## config.mk

```make
export PLATFORM = sky130hd
export DESIGN_NAME = spc_top
export DESIGN_NICKNAME = d
export VERILOG_FILES = /design/src/verilog/spc_pkg.sv /design/src/verilog/spc_ms_timer.sv /design/src/verilog/spc_top.sv
export VERILOG_INCLUDE_DIRS = /design/src /design/src/verilog
export SDC_FILE = /design/constraint.sdc
export NUM_CORES = 1
export LEC_CHECK = 0
export ABC_CLOCK_PERIOD_IN_PS = 3880
export BUFFER_PORTS_ARGS = -buffer_cell sky130_fd_sc_hd__buf_2
export CAP_MARGIN = 10
export CORE_UTILIZATION = 55
export CTS_CLUSTER_SIZE = 8
export DETAILED_ROUTE_END_ITERATION = 8
export PLACE_DENSITY_LB_ADDON = 0.15
export SETUP_SLACK_MARGIN = 0.3
export SLEW_MARGIN = 30
export SYNTH_ARGS = -nofsm -noshare
export SYNTH_HDL_FRONTEND = slang
export SYNTH_SLANG_ARGS = --single-unit
export TNS_END_PERCENT = 100
```

## constraint.sdc

```tcl
create_clock -name clk -period 3.88 [get_ports clk]
set_clock_uncertainty 0.05 [all_clocks]
set_input_delay 0.776 -clock clk [delete_from_list [all_inputs] [get_ports clk]]
set_output_delay 0.776 -clock clk [all_outputs]
set_load 0.01 [all_outputs]
```

## src/verilog/spc_defines.svh

```systemverilog
// Constants for the servo protection and current-limit block
// Assumes inclusion by bare name from the package and the modules
`ifndef SPC_DEFINES_SVH
`define SPC_DEFINES_SVH

// APB byte addresses, one 32-bit word each
`define SPC_ADDR_PARAM 8'h00
`define SPC_ADDR_LIMIT 8'h04
`define SPC_ADDR_CURRENT 8'h08
`define SPC_ADDR_BRAKE 8'h0c
`define SPC_ADDR_STATUS 8'h10
`define SPC_ADDR_POSITION 8'h14
`define SPC_ADDR_IRQ_STAT 8'h18
`define SPC_ADDR_IRQ_CLR 8'h1c
`define SPC_ADDR_IRQ_EN 8'h20

// Field positions
`define SPC_F_ORG_LSB 0
`define SPC_F_FMT 4
`define SPC_F_SON_METHOD 5
`define SPC_F_SON_REQ 8
`define SPC_F_OVF_LSB 0
`define SPC_F_TRK_LSB 16
`define SPC_F_RUN_LSB 0
`define SPC_F_STOP_LSB 4
`define SPC_F_BOOST_LSB 8
`define SPC_F_RATIO_LSB 16

// Reset values: origin 0, signed count, fast servo-on, limits 5000 pulses,
// run 10, stop 5, boost 0, origin torque 50 %, brake delay 400 ms
`define SPC_RST_PARAM 32'h0000_0020
`define SPC_RST_LIMIT 32'h1388_1388
`define SPC_RST_CURRENT 32'h0032_005a
`define SPC_RST_BRAKE 32'h0000_0190

// Interrupt bits
`define SPC_IRQ_OVF 0
`define SPC_IRQ_TRK 1
`define SPC_IRQ_SON 2

`define SPC_ORG_STOPPER 4'h3
`define SPC_RUN_STEP 10'h00a
`define SPC_BOOST_STEP 10'h032

// Timing
`define SPC_CLK_PERIOD_NS 100
`define SPC_NS_PER_MS 1000000
`define SPC_SON_FAST_MS 16'h0190
`define SPC_SON_SAFE_MS 16'h09c4

`endif

```

## src/verilog/spc_pkg.sv

```systemverilog
// Types for the servo protection and current-limit block
// Assumes spc_defines.svh is on the include path
package spc_pkg;
  `include "spc_defines.svh"

  typedef enum logic [1:0] {
    SPC_OFF = 2'b00,
    SPC_ENGAGE = 2'b01,
    SPC_ON = 2'b11,
    SPC_ALARM = 2'b10
  } spc_state_t;

  typedef struct packed {
    logic moving;
    logic ramping;
    logic homing;
  } spc_motion_t;

  typedef struct packed {
    logic servo_on;
    logic current_en;
    logic brake_release;
    logic alarm;
    logic [9:0] current_pct;
  } spc_drive_t;
endpackage : spc_pkg

```

## src/verilog/spc_ms_timer.sv

```systemverilog
// Millisecond down-counter: loads on start, counts on the shared ms tick
// Assumes tick is a one-cycle pulse from the same clock
`timescale 1ns/100ps
module spc_ms_timer
  import spc_pkg::*;
(
  input wire logic clk,
  input wire logic rst_n,
  input wire logic start,
  input wire logic tick,
  input wire logic [15:0] load_ms,
  output logic done
);
  logic [15:0] cnt_reg;
  logic [15:0] cnt_next;
  logic run_reg;
  logic run_next;

  always_comb begin
    cnt_next = cnt_reg;
    run_next = run_reg;
    if (start) begin
      cnt_next = load_ms;
      run_next = 1'b1;
    end else if (run_reg && tick && cnt_reg != 16'h0000) begin
      cnt_next = cnt_reg - 16'h0001;
    end
  end

  always_ff @(posedge clk or negedge rst_n) begin
    if (!rst_n) begin
      cnt_reg <= 16'h0000;
      run_reg <= 1'b0;
    end else begin
      cnt_reg <= cnt_next;
      run_reg <= run_next;
    end
  end

  // Zero load means done at once; done holds until the next start
  assign done = run_reg && !start && cnt_reg == 16'h0000;
endmodule : spc_ms_timer

```

## src/verilog/spc_top.sv

```systemverilog
// Servo supervision: error alarms, servo-on sequence, brake delay, current limits
// Assumes motion status and errors come from logic on clk; APB slave, zero wait
//
// Summary of operation
// - origin torque limit only for origin method 3
// - standstill error over limit: alarm, current off
// - count format 0 signed, 1 positive only
// - servo-on takes 400 ms, safe mode ~2.5 s
// - brake output delayed by programmed milliseconds
// - run current limit while moving, 10 % steps
// - stop current limit at standstill, 10 % steps
// - boost current limit while ramping, 50 % steps
// - running error over tracking limit: alarm, off
//
// The register addresses and register access over APB are this design's own decisions.
`timescale 1ns/100ps
`include "spc_defines.svh"
module spc_top
  import spc_pkg::*;
#(
  parameter int CYC_PER_MS = `SPC_NS_PER_MS / `SPC_CLK_PERIOD_NS
) (
  input wire logic clk,
  input wire logic rst_n,
  input wire logic psel,
  input wire logic penable,
  input wire logic pwrite,
  input wire logic [7:0] paddr,
  input wire logic [31:0] pwdata,
  output logic [31:0] prdata,
  output logic pready,
  output logic pslverr,
  input wire spc_motion_t motion,
  input wire logic signed [31:0] pos_err,
  input wire logic signed [31:0] position,
  output spc_drive_t drive,
  output logic [31:0] position_out,
  output logic irq
);
  function automatic logic [31:0] abs32(input logic signed [31:0] v);
    logic [31:0] m;
    m = v[31] ? 32'(-v) : 32'(v);
    // Most negative value saturates rather than wrapping negative
    abs32 = m[31] ? 32'h7fff_ffff : m;
  endfunction : abs32

  function automatic logic addr_is(input logic [7:0] a, input logic [7:0] b);
    addr_is = (a == b);
  endfunction : addr_is

  // Register file
  logic [31:0] param_reg, param_next;
  logic [31:0] limit_reg, limit_next;
  logic [31:0] current_reg, current_next;
  logic [31:0] brake_reg, brake_next;
  logic [2:0] irq_stat_reg, irq_stat_next;
  logic [2:0] irq_en_reg, irq_en_next;
  logic [31:0] prdata_reg, prdata_next;
  logic [31:0] pos_reg, pos_next;

  logic wr_en;
  logic setup;
  logic mapped;
  logic [2:0] irq_clr;
  logic [2:0] irq_set;

  logic [3:0] org_method;
  logic fmt_pos_only;
  logic son_fast;
  logic son_req;
  logic [15:0] ovf_limit;
  logic [15:0] trk_limit;
  logic [3:0] run_cur;
  logic [3:0] stop_cur;
  logic [3:0] boost_cur;
  logic [6:0] org_ratio;

  assign org_method = param_reg[`SPC_F_ORG_LSB +: 4];
  assign fmt_pos_only = param_reg[`SPC_F_FMT];
  assign son_fast = param_reg[`SPC_F_SON_METHOD];
  assign son_req = param_reg[`SPC_F_SON_REQ];
  assign ovf_limit = limit_reg[`SPC_F_OVF_LSB +: 16];
  assign trk_limit = limit_reg[`SPC_F_TRK_LSB +: 16];
  assign run_cur = current_reg[`SPC_F_RUN_LSB +: 4];
  assign stop_cur = current_reg[`SPC_F_STOP_LSB +: 4];
  assign boost_cur = current_reg[`SPC_F_BOOST_LSB +: 4];
  assign org_ratio = current_reg[`SPC_F_RATIO_LSB +: 7];

  assign setup = psel && !penable;
  assign wr_en = psel && penable && pwrite;
  assign mapped = addr_is(paddr, `SPC_ADDR_PARAM) || addr_is(paddr, `SPC_ADDR_LIMIT) ||
                  addr_is(paddr, `SPC_ADDR_CURRENT) || addr_is(paddr, `SPC_ADDR_BRAKE) ||
                  addr_is(paddr, `SPC_ADDR_STATUS) || addr_is(paddr, `SPC_ADDR_POSITION) ||
                  addr_is(paddr, `SPC_ADDR_IRQ_STAT) || addr_is(paddr, `SPC_ADDR_IRQ_CLR) ||
                  addr_is(paddr, `SPC_ADDR_IRQ_EN);
  assign pready = psel && penable;
  assign pslverr = psel && penable && !mapped;
  assign prdata = prdata_reg;
  assign irq_clr = (wr_en && addr_is(paddr, `SPC_ADDR_IRQ_CLR)) ? pwdata[2:0] : 3'h0;

  // Servo sequence state
  spc_state_t state_reg, state_next;
  logic [13:0] pre_reg, pre_next;
  logic ms_tick;
  logic enter_engage;
  logic seq_done;
  logic brake_done;
  logic [31:0] err_mag;
  logic ovf_trip;
  logic trk_trip;

  assign err_mag = abs32(pos_err);
  assign ovf_trip = (state_reg == SPC_ON) && !motion.moving &&
                    err_mag > {16'h0000, ovf_limit};
  assign trk_trip = (state_reg == SPC_ON) && motion.moving &&
                    err_mag > {16'h0000, trk_limit};
  assign enter_engage = (state_reg == SPC_OFF) && son_req;
  assign ms_tick = (pre_reg == 14'(CYC_PER_MS - 1));
  assign irq_set = {(state_reg == SPC_ENGAGE) && seq_done, trk_trip, ovf_trip};

  always_comb begin
    param_next = param_reg;
    limit_next = limit_reg;
    current_next = current_reg;
    brake_next = brake_reg;
    irq_en_next = irq_en_reg;
    prdata_next = prdata_reg;
    // Set wins over a clear in the same cycle
    irq_stat_next = (irq_stat_reg & ~irq_clr) | irq_set;
    if (wr_en) begin
      case (paddr)
        `SPC_ADDR_PARAM: param_next = pwdata & 32'h0000_013f;
        `SPC_ADDR_LIMIT: limit_next = pwdata;
        `SPC_ADDR_CURRENT: current_next = pwdata & 32'h007f_0fff;
        `SPC_ADDR_BRAKE: brake_next = {16'h0000, pwdata[15:0]};
        `SPC_ADDR_IRQ_EN: irq_en_next = pwdata[2:0];
        default: ;
      endcase
    end
    // Read data is captured in the setup cycle so it comes from a flip-flop
    if (setup && !pwrite) begin
      case (paddr)
        `SPC_ADDR_PARAM: prdata_next = param_reg;
        `SPC_ADDR_LIMIT: prdata_next = limit_reg;
        `SPC_ADDR_CURRENT: prdata_next = current_reg;
        `SPC_ADDR_BRAKE: prdata_next = brake_reg;
        `SPC_ADDR_STATUS: prdata_next = {26'h0, brake_done, seq_done, drive.alarm,
                                         drive.servo_on, state_reg};
        `SPC_ADDR_POSITION: prdata_next = pos_reg;
        `SPC_ADDR_IRQ_STAT: prdata_next = {29'h0, irq_stat_reg};
        `SPC_ADDR_IRQ_EN: prdata_next = {29'h0, irq_en_reg};
        default: prdata_next = 32'h0000_0000;
      endcase
    end
  end

  always_ff @(posedge clk or negedge rst_n) begin
    if (!rst_n) begin
      param_reg <= `SPC_RST_PARAM;
      limit_reg <= `SPC_RST_LIMIT;
      current_reg <= `SPC_RST_CURRENT;
      brake_reg <= `SPC_RST_BRAKE;
      irq_stat_reg <= 3'h0;
      irq_en_reg <= 3'h0;
      prdata_reg <= 32'h0000_0000;
    end else begin
      param_reg <= param_next;
      limit_reg <= limit_next;
      current_reg <= current_next;
      brake_reg <= brake_next;
      irq_stat_reg <= irq_stat_next;
      irq_en_reg <= irq_en_next;
      prdata_reg <= prdata_next;
    end
  end

  assign irq = |(irq_stat_reg & irq_en_reg);

  spc_ms_timer u_seq_timer (
    .clk(clk),
    .rst_n(rst_n),
    .start(enter_engage),
    .tick(ms_tick),
    .load_ms(son_fast ? `SPC_SON_FAST_MS : `SPC_SON_SAFE_MS),
    .done(seq_done)
  );

  spc_ms_timer u_brake_timer (
    .clk(clk),
    .rst_n(rst_n),
    .start(enter_engage),
    .tick(ms_tick),
    .load_ms(brake_reg[15:0]),
    .done(brake_done)
  );

  always_comb begin
    pre_next = ms_tick ? 14'h0000 : pre_reg + 14'h0001;
    state_next = state_reg;
    case (state_reg)
      SPC_OFF: begin
        if (son_req) begin
          state_next = SPC_ENGAGE;
        end
      end
      SPC_ENGAGE: begin
        if (!son_req) begin
          state_next = SPC_OFF;
        end else if (seq_done) begin
          state_next = SPC_ON;
        end
      end
      SPC_ON: begin
        if (ovf_trip || trk_trip) begin
          state_next = SPC_ALARM;
        end else if (!son_req) begin
          state_next = SPC_OFF;
        end
      end
      // Alarm holds until software drops the servo-on request
      SPC_ALARM: begin
        if (!son_req) begin
          state_next = SPC_OFF;
        end
      end
      default: state_next = SPC_OFF;
    endcase
  end

  always_ff @(posedge clk or negedge rst_n) begin
    if (!rst_n) begin
      state_reg <= SPC_OFF;
      pre_reg <= 14'h0000;
    end else begin
      state_reg <= state_next;
      pre_reg <= pre_next;
    end
  end

  // Drive outputs and current limit selection
  spc_drive_t drive_reg, drive_next;
  logic sel_org, sel_boost, sel_run, sel_stop;
  logic powered;

  assign powered = (state_reg == SPC_ENGAGE) || (state_reg == SPC_ON);
  assign sel_org = powered && motion.homing && org_method == `SPC_ORG_STOPPER;
  assign sel_boost = powered && !sel_org && motion.ramping && boost_cur != 4'h0;
  assign sel_run = powered && !sel_org && !sel_boost && motion.moving;
  assign sel_stop = powered && !sel_org && !sel_boost && !sel_run;

  always_comb begin
    drive_next.servo_on = (state_reg == SPC_ON);
    drive_next.current_en = powered;
    drive_next.alarm = (state_reg == SPC_ALARM);
    drive_next.brake_release = powered && brake_done;
    drive_next.current_pct = 10'h000;
    if (sel_org) begin
      drive_next.current_pct = {3'h0, org_ratio};
    end else if (sel_boost) begin
      drive_next.current_pct = 10'({6'h00, boost_cur} * `SPC_BOOST_STEP);
    end else if (sel_run) begin
      drive_next.current_pct = 10'({6'h00, run_cur} * `SPC_RUN_STEP);
    end else if (sel_stop) begin
      drive_next.current_pct = 10'({6'h00, stop_cur} * `SPC_RUN_STEP);
    end
    // Positive-only format shows the magnitude, meant for one-way travel
    pos_next = fmt_pos_only ? abs32(position) : 32'(position);
  end

  always_ff @(posedge clk or negedge rst_n) begin
    if (!rst_n) begin
      drive_reg <= '0;
      pos_reg <= 32'h0000_0000;
    end else begin
      drive_reg <= drive_next;
      pos_reg <= pos_next;
    end
  end

  assign drive = drive_reg;
  assign position_out = pos_reg;
endmodule : spc_top

```

==> run_results.csv, run 1 <==
group,metric,value,unit
sta,setup_viol,0,
clock_tree,clk_latency,540,ps
worst_setup_path,critical_path_class,"in2reg",
sta,drv_slew,0,
placement,dp.cells,1641,
worst_setup_path,worstSetupStartpointType,"primary input",
sta,max_freq,297.1,MHz
detailed_routing,viasPerCell,5.937,
clock_tree,clkTransAtPathRegs,60,ps
layout,area_growth,20.68,%
layout,fin_nets,1574,
sta,period_share,86.75,%
sta,rsz0062_at_grt,"false",
floorplanning,ios,193,
detailed_routing,via_count,10070,
grt,grt_pass1_wl,52.87,mm
worst_setup_path,worstPathRequired,4250,ps
pwr,swShare,25.96,%
floorplanning,die_w,147.6,um
hold_path,min_path_type,"in2async",
yosys,ys_ff_latch,207,
clock_tree,cts_buffer_depth,3,
sta,slew-limit-headroom,42.21,%
yosys,synth_area_per_cell,9.895,um^2
floorplanning,die_h,147.6,um
grt,antenna_found_initial,1,
yosys,yosysTopAreaCell,"dfrtp_1",
sta,hold_ws,231.7,ps
placement,gp_congestion,0.9049,
yosys,ys.flop_type,"dfrtp_1",
worst_setup_path,worst_ep_arrival_time,3740,ps
sta,timing.final.crit_period,3366,ps
worst_setup_path,crit_fanout,4,
clock_tree,htreeDepth,1,
layout,fillers,1666,
sta,hold_viol_final,0,
worst_setup_path,rr_startpoint,"u_brake_timer.cnt_reg[0]",
yosys,synth_cells,1178,
pwr,combPwrFrac,12.8,%
pwr,vdd_drop_max,0.0003296,V
worst_setup_path,rrSetupSlack,890,ps
layout,instances_no_fill,1696,
yosys,synth-edff-count,0,
grt,grtUsageTotal,30.84,%
pwr,switchingPower,1385,uW
clock_tree,cts-hold-fix-buffers,0,
yosys,seq_area_frac_synth,44.67,%
clock_tree,tritoncts,"done",
grt,grt_max_degree,102,
detailed_routing,route.detailed.drc,0,
floorplanning,rows,52,
detailed_routing,wirelength,32.91,mm
pwr,power_leakage,0.006527,uW
floorplanning,dieArea,0.02178,mm^2
worst_setup_path,reg2reg_depth,9,
layout,drive_gt1_share,28.56,%
yosys,yosys_warnings,0,
detailed_routing,routedWlPerCell,19.40,um
yosys,yosys.area.top_type_share,39.93,%
yosys,ys_types,73,
worst_setup_path,timing.rr.end,"u_brake_timer.cnt_reg[13]",
yosys,synth.most_common_cell,"dfrtp_1",
pwr,power.internal,3950,uW
detailed_routing,drtAntennaViolNets,0,
pwr,p_per_area,379.3,mW/mm^2
status,status,"finished clean",
yosys,synthArstFlopShare,100.0,%
grt,gr-total-overflow,0,
floorplanning,initial_core_util,56.87,%
yosys,synth_nets,1350,
yosys,netlist_area,0.01166,mm^2
yosys,synthTopCellsByCount,"dfrtp_1 (186), nor2_1 (116), nand2_1 (106)",
yosys,synthTopCellsByArea,"dfrtp_1 (40%), mux2_2 (7.6%), ha_1 (6.1%), dfstp_2 (4.7%), nor2_1 (3.7%)",
grt,grt_pass1_vias,9838,
clock_tree,cts_root_buffer,"clkbuf_16",
worst_setup_path,crit_path_end_kind,"flop",
sta,worst_slew_pin_slew,866.8,ps
pwr,p_seq_share,44.0,%
pwr,power.share.clock,43.2,%
clock_tree,numCtsBuffers,29,
floorplanning,coreArea,0.02049,mm^2
placement,hpwlAfterDp,24.45,mm
detailed_routing,drtIter0Drc,777,
flow_run,drv_cap,0,
placement,portBuffers,192,
clock_tree,clock_sinks,207,
detailed_routing,firstDrtPassIters,7,
[area by class of cell]
cell class	count	area, um^2	area share, %
Clock inverter	1	8.758	0.06226
Clock buffer	53	815.8	5.799
Multi-Input combinational cell	865	6117	43.48
Antenna cell	1	2.502	0.01779
Sequential cell	207	5206	37.01
Tap cell	270	337.8	2.402
Inverter	55	206.4	1.468
Timing Repair Buffer	244	1373	9.757
[per-layer routing]
metal	track usage, %	wire length (um)	vias up
li1	-	-	4712
met1	43.42	14510	4939
met2	49.67	15520	364
met3	5.741	2307	52
met4	6.959	564	2
met5	0	10	-
[worst max-delay path by stage]
| stage | from | to | cells after the start |
|---|---|---|---|
| 2_1_floorplan | pos_err[5] | state_reg[0] | 15 |
| 3_3_place_gp | pos_err[5] | state_reg[0] | 15 |
| 3_5_place_dp | pos_err[5] | state_reg[0] | 15 |
| 4_1_cts | pos_err[5] | state_reg[0] | 15 |
| 5_1_grt | pos_err[5] | state_reg[0] | 15 |
| 6_report | pos_err[5] | state_reg[0] | 15 |
[cell usage in the layout (no fill, tap or decap), types with 4 or more instances in the layout]
cell type,n
mux2_2,79
nand4_1,8
and2_1,8
or3_1,15
or2_2,6
o41ai_1,5
a22oi_1,25
nand4b_1,4
a41oi_1,4
o31ai_1,5
a221oi_1,7
a31oi_1,22
inv_1,55
a22o_1,7
nor4_1,17
a211oi_1,5
buf_4,51
dfrtp_1,186
nand2b_1,12
nand3_1,21
clkbuf_1,24
a222oi_1,15
and3_1,8
clkbuf_16,29
nor3_1,25
mux2i_1,4
and4_1,5
nor2_1,113
o21ai_0,50
xor2_1,39
ha_1,57
nand2_1,106
buf_2,191
xnor2_1,43
dfstp_2,21
a21oi_1,59
o211ai_1,4
or4_1,10
nor2b_1,10
[cells by family (layout without fill, tap and decap cells)]
family / count (synthesis) / after routing / share of synthesized area [%]
DFF: 207 / 207 / 44.67
AOI/OAI and AO/OA: 240 / 240 / 13.80
adders and majority gates: 60 / 60 / 6.634
xor gates and xnor gates: 82 / 82 / 6.161
buffers and inverters: 106 / 353 / 3.564
other: 0 / 1 / 0
muxes: 83 / 83 / 7.976
and+or+nand+nor: 400 / 400 / 17.20
[critical path, cell delays in order]
cell	delay, ps
buf_2	120
nor4_4	330
and2_1	200
nand2_1	100
o31ai_1	240
xor2_1	190
nand2_1	100
ha_1	300
and4_1	240
nand3_1	130
a311o_1	300
a31oi_2	240
mux2_2	200
nor2_1	40
a41o_1	230
[power by group through the flow]
stage          registers [uW]  logic [uW]  clock network (uW)
6_report                 2350         682                2300
3_3_place_gp             2380         663                   0
4_1_cts                  2350         682                2330
2_1_floorplan            2390         309                   0
5_1_grt                  2360         761                2440
3_5_place_dp             2380         676                   0
[repair_timing]
item                                    CTS  global route
endpoints found under the setup margin    0             2
resized for setup                         0             4
buffers inserted                          0             0
[stage by stage]
| step | setup TNS (ps) | power (uW) | instance area (um^2) | utilization [%] | setup slack, ps |
|---|---|---|---|---|---|
| floorplan | 0 | 2701 | 11730 | - | 305.3 |
| global placement | -0.8942 | 3041 | 13220 | 64.50 | -0.8942 |
| detailed placement | -207.3 | 3057 | 13220 | 64.51 | -106.5 |
| CTS | 0 | 5356 | 14040 | 68.53 | 434.8 |
| global route | 0 | 5558 | 14060 | 68.63 | 323.8 |
| finish | 0 | 5336 | 14070 | 68.64 | 514.1 |
Power figures use the tool's default switching activity.
==> inputs of run 2 (changes only) <==
Settings changed: SYNTH_HIERARCHICAL from default to 1.
==> run_results.csv, run 2 <==
group,metric,value,unit
placement,hpwlAfterDp,25.41,mm
clock_tree,htreeDepth,1,
sta,fin_ws,-23.22,ps
placement,portBuffers,192,
worst_setup_path,worstPathRequired,4260,ps
sta,max_freq,256.2,MHz
grt,antenna_found_initial,1,
grt,grt_pass1_vias,10230,
layout,layout_commonest_cell,"buf_2",
sta,hold_viol_final,0,
sta,worst_slew_pin_slew,960.2,ps
layout,fin_nets,1660,
yosys,yosys_warnings,6,
worst_setup_path,critical_path_class,"in2reg",
yosys,synth_area_per_cell,9.767,um^2
yosys,synth_top_family_by_area,"simple AND/OR/NAND/NOR gates",
yosys,synth-xor-area-share,4.116,%
yosys,synth_cells,1220,
yosys,synthAdderAreaFrac,6.490,%
floorplanning,coreArea,0.02115,mm^2
clock_tree,numCtsBuffers,29,
yosys,ys.flop_type,"dfrtp_1",
yosys,yosys.area.top_type_share,39.27,%
worst_setup_path,path_buf_inv,2,
detailed_routing,via_count,10710,
floorplanning,die_w,149.2,um
detailed_routing,firstDrtPassIters,6,
layout,layout_common_cells,"buf_2 (190), dfrtp_1 (187), nor2_1 (120)",
worst_setup_path,rr_startpoint,"pre_reg[6]",
layout,drive_gt1_share,30.91,%
clock_tree,tritoncts,"done",
worst_setup_path,path_depth,15,
yosys,ys_types,74,
detailed_routing,routedWlPerCell,19.35,um
hold_path,min_path_type,"in2async",
worst_setup_path,crit_chain,"buf_6 -> or4_4 -> or4_4 -> nor3_4 -> nand2_2 -> buf_6 -> nand2_4 -> ha_4 -> a211o_1 -> a21oi_2 -> o21ai_2 -> a21oi_2 -> a211oi_2 -> or4_1 -> a32o_1",
worst_setup_path,crit_fanout,6,
detailed_routing,drtAntennaViolNets,0,
floorplanning,dieArea,0.02226,mm^2
pwr,power_leakage,0.006736,uW
sta,period_share,100.6,%
detailed_routing,route.detailed.drc,0,
yosys,synth_mux_area_share,8.285,%
worst_setup_path,reg2reg_depth,8,
grt,grtUsageTotal,31.60,%
floorplanning,rows,53,
worst_setup_path,max_stage_delay,540,ps
floorplanning,ios,193,
yosys,seq_area_frac_synth,43.90,%
worst_setup_path,timing.rr.end,"u_brake_timer/cnt_reg[14]",
worst_setup_path,crit_start,"pos_err[11]",
yosys,ys_ff_latch,208,
yosys,synthTopCellsByCount,"dfrtp_1 (187), nor2_1 (122), nand2_1 (101)",
clock_tree,cts_root_buffer,"clkbuf_16",
clock_tree,cts_buffer_depth,3,
layout,area_growth,23.74,%
detailed_routing,wirelength,34.56,mm
yosys,yosys.area_share.simple,18.22,%
status,status,"finished, violations left",
worst_setup_path,slowest_stage,"or4_4",
yosys,synth-edff-count,0,
detailed_routing,drtIter0Drc,719,
pwr,p_total,5795,uW
clock_tree,cts-hold-fix-buffers,0,
layout,instances_no_fill,1786,
worst_setup_path,rrSetupSlack,1000,ps
worst_setup_path,worstSetupEndpoint,"irq_stat_reg[0]",
sta,timing.final.crit_period,3903,ps
placement,dp.cells,1729,
worst_setup_path,worst_ep_arrival_time,4280,ps
yosys,synth.most_common_cell,"dfrtp_1",
status,violations,"setup timing",
yosys,synthTopCellsByArea,"dfrtp_1 (39%), mux2_2 (7.3%), ha_1 (6.0%), dfstp_2 (4.6%), nor2_1 (3.8%)",
sta,drv_slew,0,
placement,gp_congestion,0.9253,
grt,gr-total-overflow,0,
sta,hold_ws,247.9,ps
sta,setup_viol,1,
clock_tree,clkTransAtPathRegs,50,ps
yosys,synth_compound_area_share,15.18,%
floorplanning,die_h,149.2,um
yosys,yosysTopAreaCell,"dfrtp_1",
sta,rsz0062_at_grt,"true",
clock_tree,clk_latency,550,ps
pwr,p_per_area,393.1,mW/mm^2
grt,grt_pass1_wl,54.88,mm
yosys,netlist_area,0.01192,mm^2
worst_setup_path,crit_path_end_kind,"flop",
clock_tree,clock_sinks,208,
worst_setup_path,worstSetupStartpointType,"primary input",
floorplanning,initial_core_util,56.33,%
grt,grt_max_degree,91,
yosys,synthArstFlopShare,100.0,%
flow_run,drv_cap,0,
layout,diodes,0,
detailed_routing,viasPerCell,5.999,
sta,slew-limit-headroom,35.83,%
worst_setup_path,path_delay_family,"simple AND/OR/NAND/NOR gates",
pwr,vdd_drop_max,0.0003413,V
-- run 2: cell count changes after synthesis, moves of 7 or more --
cell / delta
a21oi_1: +15
xor2_1: -7
xnor2_1: -19
nor3_1: -7
nand3_1: +7
or4_1: +15
o21ai_0: -13
mux2i_1: +8
-- run 2: repair_timing --
action	4_1_cts	5_1_grt
pin swaps	3	2
gates resized for setup	11	13
setup endpoints to repair	4	4
setup buffers	2	1
-- run 2: area by class of cell --
cell class                      instances  area [um^2]
Clock buffer                           53        815.8
Clock inverter                          1        20.02
Fill cell                            1672         6410
Inverter                               60        225.2
Multi-Input combinational cell        908         6447
Sequential cell                       208         5231
Tap cell                              275        344.1
Timing Repair Buffer                  281         1660
-- run 2: per-stage QoR --
| step | utilization, % | TNS (ps) | setup slack, ps | instance area [um^2] |
|---|---|---|---|---|
| after floorplan | - | -1138 | -354.7 | 12010 |
| after global placement | 65.07 | -1990 | -578.9 | 13760 |
| after detailed placement | 65.07 | -2268 | -645.7 | 13760 |
| after CTS | 69.38 | 0 | 61.13 | 14680 |
| after global routing | 69.70 | -321.0 | -137.9 | 14740 |
| final | 69.70 | -23.22 | -23.22 | 14740 |
-- run 2: where the power goes --
group / switching, uW / internal, uW / total [uW]
Sequential: 177 / 2340 / 2520
Clock: 930 / 1400 / 2330
Combinational: 519 / 422 / 941
-- run 2: worst min path at each step --
stage / end / slack [ps] / depth (start not counted)
2_1_floorplan: position_out[31] / 400 / 1
3_3_place_gp: pre_reg[0] / 420 / 1
3_5_place_dp: pre_reg[0] / 430 / 1
4_1_cts: irq_en_reg[0] / 270 / 1
5_1_grt: u_brake_timer/cnt_reg[5] / 310 / 1
6_report: u_brake_timer/cnt_reg[0] / 250 / 1
-- run 2: cell families after synthesis --
kind of cell / Yosys count
multiplexers: 89
AO/OA/AOI/OAI: 272
AND/OR/NAND/NOR: 419
buffers and inverters: 114
other: 2
flip-flops: 208
XOR/XNOR: 56
adder cells (fa/ha/maj): 60
-- run 2: routing by layer --
metal	track usage, %	part of all wire (%)	wire length [um]	up-vias
met5	0	0.038	13	-
met4	9.031	2.5	873	2
met3	7.859	7.8	2703	58
met2	49.65	46	15990	424
met1	43.25	43	14970	5222
li1	-	-	-	5008
